**config.mk**
```make
export PLATFORM = sky130hd
export DESIGN_NAME = usb_device_reset_effects
export DESIGN_NICKNAME = d
export VERILOG_FILES = /design/src/rtl/usb_reset_pkg.sv /design/src/rtl/line_timer.sv /design/src/rtl/ahb_reg_port.sv /design/src/rtl/usb_device_reset_effects.sv
export SDC_FILE = /design/constraint.sdc
export NUM_CORES = 1
export LEC_CHECK = 0
export BUFFER_PORTS_ARGS = -buffer_cell sky130_fd_sc_hd__buf_2
export CAP_MARGIN = 20
export CORE_AREA = 2 2 136 138
export DETAILED_ROUTE_END_ITERATION = 8
export DIE_AREA = 0 0 138 140
export MAX_ROUTING_LAYER = met4
export PLACE_DENSITY = 0.83
export SLEW_MARGIN = 10
export SYNTH_ARGS = -nofsm -noshare
export SYNTH_HDL_FRONTEND = slang
export SYNTH_SLANG_ARGS = --single-unit
```
**constraint.sdc**
```tcl
create_clock -name i_clock -period 3.9 [get_ports i_clock]
set_input_delay 0.78 -clock i_clock [delete_from_list [all_inputs] [get_ports i_clock]]
set_output_delay 0.78 -clock i_clock [all_outputs]
set_load 0.05 [all_outputs]
```
**src/rtl/usb_reset_pkg.sv**
```systemverilog
package usb_reset_pkg;
  // ahb register byte offsets
  localparam logic [7:0] addr_bulk_in_cs      = 8'h00;
  localparam logic [7:0] addr_bulk_out_cs     = 8'h04;
  localparam logic [7:0] addr_stall           = 8'h08;
  localparam logic [7:0] addr_toggle          = 8'h0c;
  localparam logic [7:0] addr_function_addr   = 8'h10;
  localparam logic [7:0] addr_config          = 8'h14;
  localparam logic [7:0] addr_cpu_cs          = 8'h18;
  localparam logic [7:0] addr_usb_cs          = 8'h1c;
  localparam logic [7:0] addr_irq_enable      = 8'h20;
  localparam logic [7:0] addr_irq_request     = 8'h24;
  localparam logic [7:0] addr_in_bc_base      = 8'h40;
  localparam logic [7:0] addr_out_bc_base     = 8'h60;
  localparam logic [7:0] addr_event           = 8'h28;
  localparam logic [7:0] addr_status          = 8'h2c;
  localparam logic [7:0] addr_serial_ctrl     = 8'h30;

  // field positions
  localparam int cpu_cs_reset_bit   = 0;
  localparam int cpu_cs_clkoe_bit   = 1;
  localparam int usb_cs_reenumeration_flag_bit   = 1;
  localparam int usb_cs_wakesrc_bit = 7;
  localparam int event_disconnect_bit = 0;
  localparam int event_suspend_ok_bit = 1;
  localparam int in_armed_bit       = 1;
  localparam int out_armed_bit      = 1;
  localparam int irq_break_bit      = 3;

  // reset values
  localparam logic [7:0] cpu_cs_reset_value = 8'h03;
  localparam logic [7:0] usb_cs_reset_value = 8'h04;
  localparam logic [7:0] out_cs_armed_value = 8'h02;

  // usb interrupt vectors
  localparam logic [3:0] vector_none    = 4'h0;
  localparam logic [3:0] vector_reset   = 4'h4;
  localparam logic [3:0] vector_suspend = 4'h3;

  // timing
  localparam int clock_mhz          = 200;
  localparam int bus_reset_time_us  = 10000;
  localparam int suspend_time_us    = 3000;
  localparam int bus_reset_cycles   = bus_reset_time_us * clock_mhz;
  localparam int suspend_cycles     = suspend_time_us * clock_mhz;

  typedef enum logic [1:0]
  {
    st_active    = 2'b00,
    st_suspended = 2'b01,
    st_sleep     = 2'b10
  } power_state_t;
endpackage

```
**src/rtl/line_timer.sv**
```systemverilog
`timescale 1ns/1ps
// counts consecutive cycles of a line condition, pulses once on reaching the limit
module line_timer #(
  parameter int limit = 2000000
) (
  input  wire logic i_clock,     // core clock
  input  wire logic i_rst_n,     // async reset, active low
  input  wire logic i_condition, // line condition present this cycle
  output logic      o_hit        // one-cycle pulse at limit
);
  localparam int cw = $clog2(limit + 1);
  logic [cw-1:0] count_reg;

  always_ff @(posedge i_clock or negedge i_rst_n)
  begin
    if (!i_rst_n)
      count_reg <= '0;
    else if (!i_condition)
      count_reg <= '0;
    else if (count_reg != cw'(limit))
      count_reg <= count_reg + cw'(1);
  end

  assign o_hit = i_condition && (count_reg == cw'(limit - 1));
endmodule

```
**src/rtl/ahb_reg_port.sv**
```systemverilog
`timescale 1ns/1ps
// ahb-lite slave front end: latches address phase, zero wait state, always okay
module ahb_reg_port (
  input  wire logic        i_clock,     // core clock
  input  wire logic        i_rst_n,     // async reset, active low
  input  wire logic        i_hsel,      // slave select
  input  wire logic [31:0] i_haddr,     // address
  input  wire logic [1:0]  i_htrans,    // transfer type
  input  wire logic        i_hwrite,    // write
  input  wire logic        i_hready,    // bus ready
  output logic             o_wr_en,     // write strobe in data phase
  output logic             o_rd_en,     // read address phase accepted
  output logic [7:0]       o_wr_addr,   // latched write offset
  output logic             o_hreadyout, // slave ready
  output logic [1:0]       o_hresp      // response
);
  logic       wr_pend_reg;
  logic [7:0] addr_reg;
  logic       take;

  assign take = i_hsel && i_hready && i_htrans[1];

  always_ff @(posedge i_clock or negedge i_rst_n)
  begin
    if (!i_rst_n)
    begin
      wr_pend_reg <= 1'b0;
      addr_reg    <= 8'h00;
    end
    else if (i_hready)
    begin
      wr_pend_reg <= take && i_hwrite;
      addr_reg    <= i_haddr[7:0];
    end
  end

  assign o_wr_en     = wr_pend_reg;
  assign o_rd_en     = take && !i_hwrite;
  assign o_wr_addr   = addr_reg;
  assign o_hreadyout = 1'b1;
  assign o_hresp     = 2'b00;
endmodule

```
**src/rtl/usb_device_reset_effects.sv**
```systemverilog
`timescale 1ns/1ps
module usb_device_reset_effects #(
  parameter int num_ep           = 8,
  parameter int bus_reset_cycles = usb_reset_pkg::bus_reset_cycles,
  parameter int suspend_cycles   = usb_reset_pkg::suspend_cycles
) (
  input  wire logic        i_clock,         // core clock, 200 mhz
  input  wire logic        i_rst_n,         // reset pin, async, active low
  input  wire logic        i_hsel,          // ahb select
  input  wire logic [31:0] i_haddr,         // ahb address
  input  wire logic [1:0]  i_htrans,        // ahb transfer type
  input  wire logic        i_hwrite,        // ahb write
  input  wire logic [2:0]  i_hsize,         // ahb size, word only
  input  wire logic [31:0] i_hwdata,        // ahb write data
  input  wire logic        i_hready,        // ahb ready
  output logic [31:0]      o_hrdata,        // ahb read data
  output logic             o_hreadyout,     // ahb slave ready
  output logic [1:0]       o_hresp,         // ahb response
  input  wire logic        i_line_se0,      // link shows se0
  input  wire logic        i_line_idle_j,   // link shows idle j
  input  wire logic        i_wake_n,        // wake pin, active low
  input  wire logic        i_cpu_idle,      // firmware entered idle
  output logic             o_usb_irq_line,  // usb interrupt request
  output logic [3:0]       o_usb_vector,    // usb interrupt vector
  output logic             o_cpu_reset,     // processor held in reset
  output logic             o_osc_enable,    // oscillator run enable
  output logic             o_clock_output_en, // clock output enable
  output logic             o_serial_reset   // two-wire serial controller reset
);
  localparam int aw = 8;

  logic [num_ep-1:0] in_armed_reg;
  logic [num_ep-1:0] out_armed_reg;
  logic [num_ep-1:0] in_stall_reg;
  logic [num_ep-1:0] out_stall_reg;
  logic [2*num_ep-1:0] toggle_reg;
  logic [6:0]        function_address_reg;
  logic [7:0]        config_reg;
  logic [7:0]        alt_setting_reg;
  logic [7:0]        cpu_control_status;
  logic [7:0]        usb_control_status_reg;
  logic [7:0]        irq_enable_reg;
  logic [7:0]        irq_request_reg;
  logic              vector_pending_reg;
  logic [3:0]        vector_reg;
  logic [7:0]        serial_ctrl_reg;
  logic [31:0]       hrdata_reg;
  usb_reset_pkg::power_state_t power_reg;

  logic       wr_en;
  logic       rd_en;
  logic [aw-1:0] wr_addr;
  logic       bus_reset;
  logic       suspend_hit;
  logic       disconnect;
  logic       cpu_reset;
  logic       cpu_reset_d_reg;
  logic       cpu_release;
  logic       in_bc_write;
  logic       out_bc_write;
  logic [2:0] bc_ep;

  ahb_reg_port u_port (
    .i_clock     (i_clock),
    .i_rst_n     (i_rst_n),
    .i_hsel      (i_hsel),
    .i_haddr     (i_haddr),
    .i_htrans    (i_htrans),
    .i_hwrite    (i_hwrite),
    .i_hready    (i_hready),
    .o_wr_en     (wr_en),
    .o_rd_en     (rd_en),
    .o_wr_addr   (wr_addr),
    .o_hreadyout (o_hreadyout),
    .o_hresp     (o_hresp)
  );

  // the host keeps se0 for the full time; shorter glitches are ignored
  line_timer #(.limit(bus_reset_cycles)) u_reset_timer (
    .i_clock     (i_clock),
    .i_rst_n     (i_rst_n),
    .i_condition (i_line_se0),
    .o_hit       (bus_reset)
  );

  // a low wake pin holds off suspend, so the idle count restarts while it is low
  line_timer #(.limit(suspend_cycles)) u_suspend_timer (
    .i_clock     (i_clock),
    .i_rst_n     (i_rst_n),
    .i_condition (i_line_idle_j && i_wake_n && power_reg == usb_reset_pkg::st_active),
    .o_hit       (suspend_hit)
  );

  assign disconnect   = wr_en && wr_addr == usb_reset_pkg::addr_event
                        && i_hwdata[usb_reset_pkg::event_disconnect_bit];
  assign cpu_reset    = cpu_control_status[usb_reset_pkg::cpu_cs_reset_bit];
  assign cpu_release  = cpu_reset_d_reg && !cpu_reset;
  assign in_bc_write  = wr_en && wr_addr[7:5] == usb_reset_pkg::addr_in_bc_base[7:5];
  assign out_bc_write = wr_en && wr_addr[7:5] == usb_reset_pkg::addr_out_bc_base[7:5];
  assign bc_ep        = wr_addr[4:2];

  always_ff @(posedge i_clock or negedge i_rst_n)
  begin
    if (!i_rst_n)
      cpu_reset_d_reg <= 1'b1;
    else
      cpu_reset_d_reg <= cpu_reset;
  end

  // endpoint arming: every reset source resolved in one edge, highest first
  always_ff @(posedge i_clock or negedge i_rst_n)
  begin
    if (!i_rst_n)
    begin
      in_armed_reg  <= '0;
      out_armed_reg <= '0;
    end
    else if (cpu_reset)
    begin
      in_armed_reg  <= '0;
      out_armed_reg <= '0;
    end
    else if (disconnect)
    begin
      in_armed_reg  <= '0;
      out_armed_reg <= '1;
    end
    else if (bus_reset)
    begin
      in_armed_reg  <= '0;
    end
    else if (cpu_release)
      out_armed_reg <= '1;
    else if (in_bc_write)
      in_armed_reg[bc_ep] <= 1'b1;
    else if (out_bc_write)
      out_armed_reg[bc_ep] <= 1'b1;
    else if (wr_en && wr_addr == usb_reset_pkg::addr_bulk_in_cs)
      in_armed_reg  <= i_hwdata[num_ep-1:0];
    else if (wr_en && wr_addr == usb_reset_pkg::addr_bulk_out_cs)
      out_armed_reg <= i_hwdata[num_ep-1:0];
  end

  // stall bits: processor reset and bus reset leave them alone
  always_ff @(posedge i_clock or negedge i_rst_n)
  begin
    if (!i_rst_n)
    begin
      in_stall_reg  <= '0;
      out_stall_reg <= '0;
    end
    else if (disconnect)
    begin
      in_stall_reg  <= '0;
      out_stall_reg <= '0;
    end
    else if (wr_en && wr_addr == usb_reset_pkg::addr_stall)
    begin
      in_stall_reg  <= i_hwdata[num_ep-1:0];
      out_stall_reg <= i_hwdata[num_ep+15:16];
    end
  end

  // device identity state: toggles, address, configuration
  always_ff @(posedge i_clock or negedge i_rst_n)
  begin
    if (!i_rst_n)
    begin
      toggle_reg           <= '0;
      function_address_reg <= 7'h00;
      config_reg           <= 8'h00;
      alt_setting_reg      <= 8'h00;
    end
    else if (bus_reset || disconnect)
    begin
      toggle_reg           <= '0;
      function_address_reg <= 7'h00;
      config_reg           <= 8'h00;
      alt_setting_reg      <= 8'h00;
    end
    else if (wr_en && wr_addr == usb_reset_pkg::addr_toggle)
      toggle_reg <= i_hwdata[2*num_ep-1:0];
    else if (wr_en && wr_addr == usb_reset_pkg::addr_function_addr)
      function_address_reg <= i_hwdata[6:0];
    else if (wr_en && wr_addr == usb_reset_pkg::addr_config)
    begin
      config_reg      <= i_hwdata[7:0];
      alt_setting_reg <= i_hwdata[15:8];
    end
  end

  // cpu control: only the pin resets it; other resets are unaffected
  always_ff @(posedge i_clock or negedge i_rst_n)
  begin
    if (!i_rst_n)
      cpu_control_status <= usb_reset_pkg::cpu_cs_reset_value;
    else if (wr_en && wr_addr == usb_reset_pkg::addr_cpu_cs)
      cpu_control_status <= i_hwdata[7:0];
  end

  // reenumeration flag kept through bus reset and disconnect
  always_ff @(posedge i_clock or negedge i_rst_n)
  begin
    if (!i_rst_n)
      usb_control_status_reg <= usb_reset_pkg::usb_cs_reset_value;
    else if (power_reg != usb_reset_pkg::st_active && !i_wake_n)
      usb_control_status_reg[usb_reset_pkg::usb_cs_wakesrc_bit] <= 1'b1;
    else if (wr_en && wr_addr == usb_reset_pkg::addr_usb_cs)
    begin
      usb_control_status_reg[6:0] <= i_hwdata[6:0];
      if (i_hwdata[usb_reset_pkg::usb_cs_wakesrc_bit])
        usb_control_status_reg[usb_reset_pkg::usb_cs_wakesrc_bit] <= 1'b0;
    end
  end

  // enables cleared by processor reset; requests other than the break bit survive it
  always_ff @(posedge i_clock or negedge i_rst_n)
  begin
    if (!i_rst_n)
      irq_enable_reg <= 8'h00;
    else if (cpu_reset)
      irq_enable_reg <= 8'h00;
    else if (wr_en && wr_addr == usb_reset_pkg::addr_irq_enable)
      irq_enable_reg <= i_hwdata[7:0];
  end

  // break bit lives in the request register; cleared by processor reset
  always_ff @(posedge i_clock or negedge i_rst_n)
  begin
    if (!i_rst_n)
      irq_request_reg <= 8'h00;
    else if (cpu_reset)
      irq_request_reg[usb_reset_pkg::irq_break_bit] <= 1'b0;
    else if (wr_en && wr_addr == usb_reset_pkg::addr_irq_request)
      irq_request_reg <= irq_request_reg & ~i_hwdata[7:0];
  end

  // usb interrupt: event sets beat a firmware acknowledge in the same cycle
  always_ff @(posedge i_clock or negedge i_rst_n)
  begin
    if (!i_rst_n)
    begin
      vector_pending_reg <= 1'b0;
      vector_reg         <= usb_reset_pkg::vector_none;
    end
    else if (bus_reset)
    begin
      vector_pending_reg <= 1'b1;
      vector_reg         <= usb_reset_pkg::vector_reset;
    end
    else if (suspend_hit)
    begin
      vector_pending_reg <= 1'b1;
      vector_reg         <= usb_reset_pkg::vector_suspend;
    end
    else if (wr_en && wr_addr == usb_reset_pkg::addr_status && i_hwdata[0])
      vector_pending_reg <= 1'b0;
  end

  // suspend sequence; the core clock stops in sleep, wake restarts it
  always_ff @(posedge i_clock or negedge i_rst_n)
  begin
    if (!i_rst_n)
      power_reg <= usb_reset_pkg::st_active;
    else
    begin
      unique case (power_reg)
        usb_reset_pkg::st_active:
          if (suspend_hit && i_wake_n)
            power_reg <= usb_reset_pkg::st_suspended;
        usb_reset_pkg::st_suspended:
          if (!i_line_idle_j || !i_wake_n)
            power_reg <= usb_reset_pkg::st_active;
          else if (i_cpu_idle)
            power_reg <= usb_reset_pkg::st_sleep;
        usb_reset_pkg::st_sleep:
          if (!i_line_idle_j || !i_wake_n)
            power_reg <= usb_reset_pkg::st_active;
        default:
          power_reg <= usb_reset_pkg::st_active;
      endcase
    end
  end

  // serial controller control only sees the pin reset
  always_ff @(posedge i_clock or negedge i_rst_n)
  begin
    if (!i_rst_n)
      serial_ctrl_reg <= 8'h00;
    else if (wr_en && wr_addr == usb_reset_pkg::addr_serial_ctrl)
      serial_ctrl_reg <= i_hwdata[7:0];
  end

  always_ff @(posedge i_clock or negedge i_rst_n)
  begin
    if (!i_rst_n)
      hrdata_reg <= 32'h00000000;
    else if (rd_en)
    begin
      unique case (i_haddr[7:0])
        usb_reset_pkg::addr_bulk_in_cs:    hrdata_reg <= 32'(in_armed_reg);
        usb_reset_pkg::addr_bulk_out_cs:   hrdata_reg <= 32'(out_armed_reg);
        usb_reset_pkg::addr_stall:
          hrdata_reg <= {8'h00, 8'(out_stall_reg), 8'h00, 8'(in_stall_reg)};
        usb_reset_pkg::addr_toggle:        hrdata_reg <= 32'(toggle_reg);
        usb_reset_pkg::addr_function_addr: hrdata_reg <= 32'(function_address_reg);
        usb_reset_pkg::addr_config:
          hrdata_reg <= {16'h0000, alt_setting_reg, config_reg};
        usb_reset_pkg::addr_cpu_cs:        hrdata_reg <= 32'(cpu_control_status);
        usb_reset_pkg::addr_usb_cs:        hrdata_reg <= 32'(usb_control_status_reg);
        usb_reset_pkg::addr_irq_enable:    hrdata_reg <= 32'(irq_enable_reg);
        usb_reset_pkg::addr_irq_request:   hrdata_reg <= 32'(irq_request_reg);
        usb_reset_pkg::addr_status:
          hrdata_reg <= {24'h000000, 2'(power_reg), vector_reg, 1'b0, vector_pending_reg};
        usb_reset_pkg::addr_serial_ctrl:   hrdata_reg <= 32'(serial_ctrl_reg);
        default:                           hrdata_reg <= 32'h00000000;
      endcase
    end
  end

  assign o_hrdata          = hrdata_reg;
  assign o_usb_irq_line    = vector_pending_reg;
  assign o_usb_vector      = vector_reg;
  assign o_cpu_reset       = cpu_reset;
  assign o_osc_enable      = power_reg != usb_reset_pkg::st_sleep;
  // clock output keeps running under the pin reset since its enable resets high
  assign o_clock_output_en = cpu_control_status[usb_reset_pkg::cpu_cs_clkoe_bit];
  assign o_serial_reset    = !i_rst_n;
endmodule

```
==> results.md, run 1 <==
- Worst-skew pair later-pin latency: 0.44 ns
- CP arrival: 3.02 ns
- I/O Pins: 122
- Largest register FFs: 24
- Die X: 138 um
- H-tree depth: 4
- Routed vias/inst: 6.14
- Layout cell share with drive strength beyond 1: 0.187
- Met2 Resource Use GR: 0.384
- Worst-Margin Slew: 1.13 ns
- Fillers: 1485
- Mapped Cells: 933
- Clock-pin slew on the worst setup and hold paths: 0.07 ns
- Mean Syn Cell Area: 10.3 um2
- CTS Hold Buffers Added: 0
- Starting Density: 0.542
- Final nets: 1055
- CTS tree: built
- Crit path launch type: register
- Largest family of logic cells by synthesized area: simple AND/OR/NAND/NOR gates
- Adder-Cell Fraction of Synth Area: 0.00520
- Clk buf depth: 2
- Fin Hold WS: 0.196 ns
- Starting DRT DRC Count: 807
- Core region area: 17800 um2
- Max VDD drop: 0.000313 V
- Antenna-violating nets left: 0
- Met3 Resource Use GR: 0.0554
- Wire per inst: 19.7 um
- Die area: 19300 um2
- Post-CTS Repair Setup Buffers: 0
- Leakage: 4.97 nW
- Pwr dens: 399 nW/um2
- Post-detail-place hpwl: 15.7 mm
- Synth Area in Simple Gates: 0.192
- Slowest CP cell: nand2_1
- Setup TNS: 0 ns
- Synth Flop Type: dfrtp_1
- Area of the multi-input gates: 4480 um2
- Clock sink count: 191
- RSZ-0062 raised after global routing: false
- Post-synth EDFFs: 0
- Max FO, Critical Path: 16
- Final wirelength: 24.0 mm
- DIE HEIGHT: 140 um
- Crit Path Class: reg -> reg
- Seq/Total Area, Yosys: 0.497
- Number of antenna violations at the first check in global routing: 1
- Final Cell Area: 10600 um2
- First-pass GRT wire length: 38.4 mm
- Num rows: 49
- XOR/XNOR share of the synthesized area: 0.0291
- Overall Power: 0.00425 W
- CP cell instances: nor3_2 -> and3_1 -> nand2_1 -> mux2i_1 -> nor2_1
- Critical path endpoint category: register
- Worst Skew: 0.00816 ns
- Gr busiest metal: met2
- Multiplexer area fraction after synthesis: 0.125
- Post-synthesis async set-or-reset flop share: 1.00
- RePlAce Congestion: 0.974
- Root Buffer: clkbuf_16
- Final hold vios: 0
- P&R area growth vs syn: 10.6%
- Fin. max-slew vios: 0
- DRC viols: 0
- PortBufs: 73
- Status: finished, final reports clean
- TritonRoute pass-1 iters: 6
- Syn. warnings: 0
- Required @ worst endpoint: 4.20 ns
- Cell Area, Placed: 10000 um2
- Mapped Area: 9630 um2
- Reg area: 4780 um2
- Remaining global-route overflow: 0
- Vias in the first global route: 7266
- Largest net degree at the start of global routing: 171
- Count of cell types in the netlist: 72
- Via count: 7471
- Final setup violation count: 0
- Num CTS Buffers: 17
- Resized Gates After CTS: 0
- GRT Total Usage: 0.256
- Number of synthesized register bits: 191
- Max-cap violation count: 0
- Slowest Stage Delay on Critical Path: 0.68 ns
- Hold crit path type: in -> async
- Maximum clock frequency: 368 MHz
- Compound-Gate Fraction of Synth Area: 0.107
- Minimum clock period: 2.72 ns
- Max_slew headroom: 0.240
- Period utilization: 0.697
- GRT met1 Usage: 0.343
==> worst max-delay path, delay by kind of cell, from the launching register on <==
family | cells | cell delay, ns
and+or+nand+nor | 4 | 1.80
muxes | 1 | 0.33
DFF | 1 | 0.44
==> report_power, final <==
group          internal (W)  total (W)  switching, W
logic              0.000119   0.000362      0.000243
clock network      0.000921    0.00175      0.000832
registers           0.00206    0.00213     0.0000776
total               0.00310    0.00425       0.00115
==> through the flow <==
step	worst slack (ns)	instances	util
2_1_floorplan	1.72	943	-
3_3_place_gp	0.976	1182	0.565
3_5_place_dp	0.935	1182	0.565
4_1_cts	1.24	1214	0.598
5_1_grt	1.05	1216	0.599
6_report	1.18	1216	0.599
==> layer usage <==
layer / routed length [um] / share of wire
met1: 10300 / 0.43
met2: 11000 / 0.46
met3: 1930 / 0.080
met4: 775 / 0.032
met5: 0 / 0
==> Yosys cell counts (5+ instances only) <==
| cell | n | share of area |
|---|---|---|
| a31oi_1 | 6 | 0.0039 |
| a22oi_1 | 16 | 0.012 |
| clkbuf_1 | 31 | 0.012 |
| and3_1 | 13 | 0.0084 |
| nor2b_1 | 7 | 0.0045 |
| nor3_1 | 12 | 0.0062 |
| nand4_1 | 16 | 0.010 |
| nand4b_1 | 6 | 0.0055 |
| mux2i_1 | 70 | 0.073 |
| xor2_1 | 17 | 0.015 |
| and2_1 | 15 | 0.0097 |
| mux2_2 | 41 | 0.048 |
| o21ai_0 | 32 | 0.017 |
| inv_1 | 13 | 0.0051 |
| or3_1 | 6 | 0.0039 |
| buf_4 | 15 | 0.012 |
| buf_2 | 22 | 0.011 |
| nand3b_1 | 5 | 0.0039 |
| a21boi_0 | 11 | 0.0086 |
| dfrtp_1 | 187 | 0.49 |
| nor4_1 | 16 | 0.010 |
| nor2_1 | 112 | 0.044 |
| a211oi_1 | 8 | 0.0062 |
| nand2_1 | 64 | 0.025 |
| nand3_1 | 41 | 0.021 |
| a21oi_1 | 41 | 0.021 |
| o22ai_1 | 9 | 0.0058 |
| a22o_1 | 12 | 0.011 |
| xnor2_1 | 15 | 0.014 |
==> logic make-up after synthesis <==
| logic type | Yosys count |
|---|---|
| AOI/OAI and AO/OA | 155 |
| xor gates and xnor gates | 32 |
| adders and majority gates | 4 |
| buffers and inverters | 85 |
| DFF | 191 |
| muxes | 113 |
| other | 2 |
| and+or+nand+nor | 351 |
==> final timing paths <==
path | start | end | slack, ns | cells past startpoint
min | i_rst_n | u_reset_timer.count_reg[5] | 0.20 | 1
max | u_port.o_wr_addr[5] | config_reg[2] | 1.18 | 5
max in group asynchronous | i_rst_n | function_address_reg[1] | 2.49 | 2
min reg2reg | o_hrdata[11] | o_hrdata[11] | 0.47 | 2
max reg2reg | u_port.o_wr_addr[5] | config_reg[2] | 1.18 | 5
min in group i_clock | o_hrdata[11] | o_hrdata[11] | 0.47 | 2
==> placed cells by master, fill, tap and decap left out, types with 13 or more instances in the layout <==
cell	n
nand4_1	16
xnor2_1	15
and2_1	15
a22oi_1	16
nand3_1	41
nor4_1	16
and3_1	13
mux2_2	41
buf_2	72
mux2i_1	70
o21ai_0	32
xor2_1	17
nor2_1	112
dfrtp_1	187
clkbuf_16	17
inv_1	13
a21oi_1	41
nand2_1	64
==> cell type report <==
cell class	instances	area share
Antenna cell	1	0.000235
Clock buffer	18	0.0412
Clock inverter	14	0.0136
Inverter	14	0.00494
Multi-Input combinational cell	667	0.420
Sequential cell	191	0.449
Tap cell	229	0.0269
Timing Repair Buffer	82	0.0434
No activity file was read; power rests on OpenSTA's default activity.
==> run 2, diff against run 1 <==
==> constraint.sdc (replaced) <==
create_clock -name i_clock -period 2.81 [get_ports i_clock]
set_input_delay 0.562 -clock i_clock [delete_from_list [all_inputs] [get_ports i_clock]]
set_output_delay 0.562 -clock i_clock [all_outputs]
set_load 0.05 [all_outputs]
==> results.md, run 2 (synthesized netlist as in run 1, its figures left out) <==
- Via count: 7365
- Fin cells: 1234
- Clock sink count: 191
- CP cell instances: nor4b_2 -> and3_1 -> buf_4 -> mux2i_1 -> nor2_1
- Crit Reg-Reg Endpoint: in_stall_reg[1]
- GRT Total Usage: 0.262
- Fin. max-slew vios: 0
- CP arrival: 2.67 ns
- Post-layout util: 0.606
- Cell Area, Placed: 10200 um2
- Post-CTS Repair Setup Buffers: 0
- Hold Crit Endpoint: power_reg[1]
- DRC viols: 0
- I/O Pins: 122
- H-tree depth: 4
- Buf+Inv Stages, Crit Path: 1
- Worst hold start: i_line_idle_j
- Required @ worst endpoint: 3.12 ns
- Most common cell after layout, fill and taps aside: dfrtp_1
- CTS tree: built
- Layout cell share with drive strength beyond 1: 0.201
- Commonest non-fill, non-tap cells in the layout: dfrtp_1 (187), nor2_1 (112), buf_2 (72), mux2i_1 (70), nand2_1 (64)
- Resized Gates After CTS: 0
- Number of antenna violations at the first check in global routing: 0
- Leakage: 5.06 nW
- Final wirelength: 23.8 mm
- Antenna cells: 0
- RSZ-0062 raised after global routing: false
- Worst-skew pair later-pin latency: 0.44 ns
- Fin Hold WS: 0.369 ns
- Final setup violation count: 0
- Worst flop-to-flop path startpoint: u_port.o_wr_addr[3]
- Worst-Margin Slew: 0.948 ns
- Largest net degree at the start of global routing: 92
- Reg2reg setup slack: 0.45 ns
- Minimum clock period: 2.36 ns
- Final Cell Area: 10800 um2
- DIE HEIGHT: 140 um
- TritonRoute pass-1 iters: 5
- DP Cell Count: 1201
- Max FO, Critical Path: 12
- FF-to-FF path depth: 5
- Crit Path Class: reg -> reg
- Post-detail-place hpwl: 16.6 mm
- Max-cap violation count: 0
- Crit path launch type: register
- Maximum clock frequency: 424 MHz
- Slowest Stage Delay on Critical Path: 0.65 ns
- Routed vias/inst: 5.97
- Remaining global-route overflow: 0
- Max_slew headroom: 0.368
- Starting DRT DRC Count: 602
- RePlAce Congestion: 0.995
- Clk buf depth: 2
- Largest register FFs: 24
- Hold depth: 3
- Core region area: 17800 um2
- Worst Skew: 0.0119 ns
- First-pass GRT wire length: 39.1 mm
- Crit path max-delay family: simple AND/OR/NAND/NOR gates
- Clock-pin slew on the worst setup and hold paths: 0.07 ns
- Antenna-violating nets left: 0
- PortBufs: 73
- Period utilization: 0.839
- Die area: 19300 um2
- Setup TNS: 0 ns
- Status: finished, final reports clean
- Die X: 138 um
- Max VDD drop: 0.000444 V
- Starting Density: 0.542
- Hold crit path type: in -> reg
- Num rows: 49
- Num CTS Buffers: 17
- Final hold vios: 0
- Slowest CP cell: dfrtp_1
- Pwr dens: 543 nW/um2
- Final nets: 1074
- Root Buffer: clkbuf_16
- Wire per inst: 19.3 um
- P&R area growth vs syn: 12.0%
- Vias in the first global route: 7232
- Critical path endpoint category: register
## run 2: repair_timing
item | CTS | global route
hold buffers | 1 | 0
hold endpoints to repair | 24 | 0
endpoints found under the setup margin | 0 | 0
## run 2: how the worst max path moves through the flow
stage                        start               to  slack (ns)  cells past startpoint
6_report       u_port.o_wr_addr[3]  in_stall_reg[1]        0.45                      5
5_1_grt        u_port.o_wr_addr[3]  in_stall_reg[1]        0.35                      5
4_1_cts                    i_rst_n   o_serial_reset        0.50                      4
3_5_place_dp            i_haddr[4]      o_hrdata[3]        0.48                      6
3_3_place_gp            i_haddr[4]      o_hrdata[3]        0.51                      6
2_1_floorplan           i_haddr[4]      o_hrdata[4]        0.85                      5
## run 2: layout make-up
class / count / area [um2]
timing repair buffer: 101 / 612
clock inverter: 15 / 146
clock buffer: 17 / 425
sequential: 191 / 4780
multi-input combinational: 667 / 4480
fill: 1481 / 7000
tap: 229 / 287
inverter: 14 / 52.6
## run 2: worst min-delay path, stage by stage
cell     delay (ns)
buf_2          0.10
nand2_1        0.06
a21oi_1        0.04
## run 2: where the power goes
group	switching (W)	internal [W]
Combinational	0.000346	0.000175
Clock	0.00113	0.00125
Sequential	0.000101	0.00285
Total	0.00158	0.00428
## run 2: layer usage
layer	share of wire	track usage	vias up	wire, um
li1	-	-	3421	-
met2	0.46	0.392	285	11000
met1	0.44	0.361	3618	10500
met5	0	-	-	0
met3	0.073	0.0441	41	1730
met4	0.025	0.0999	0	607
## run 2: metrics by stage
step | power (W) | worst slack, ns
floorplan | 0.00332 | 0.847
global placement | 0.00350 | 0.506
detailed placement | 0.00352 | 0.482
CTS | 0.00590 | 0.496
global route | 0.00610 | 0.351
finish | 0.00586 | 0.454
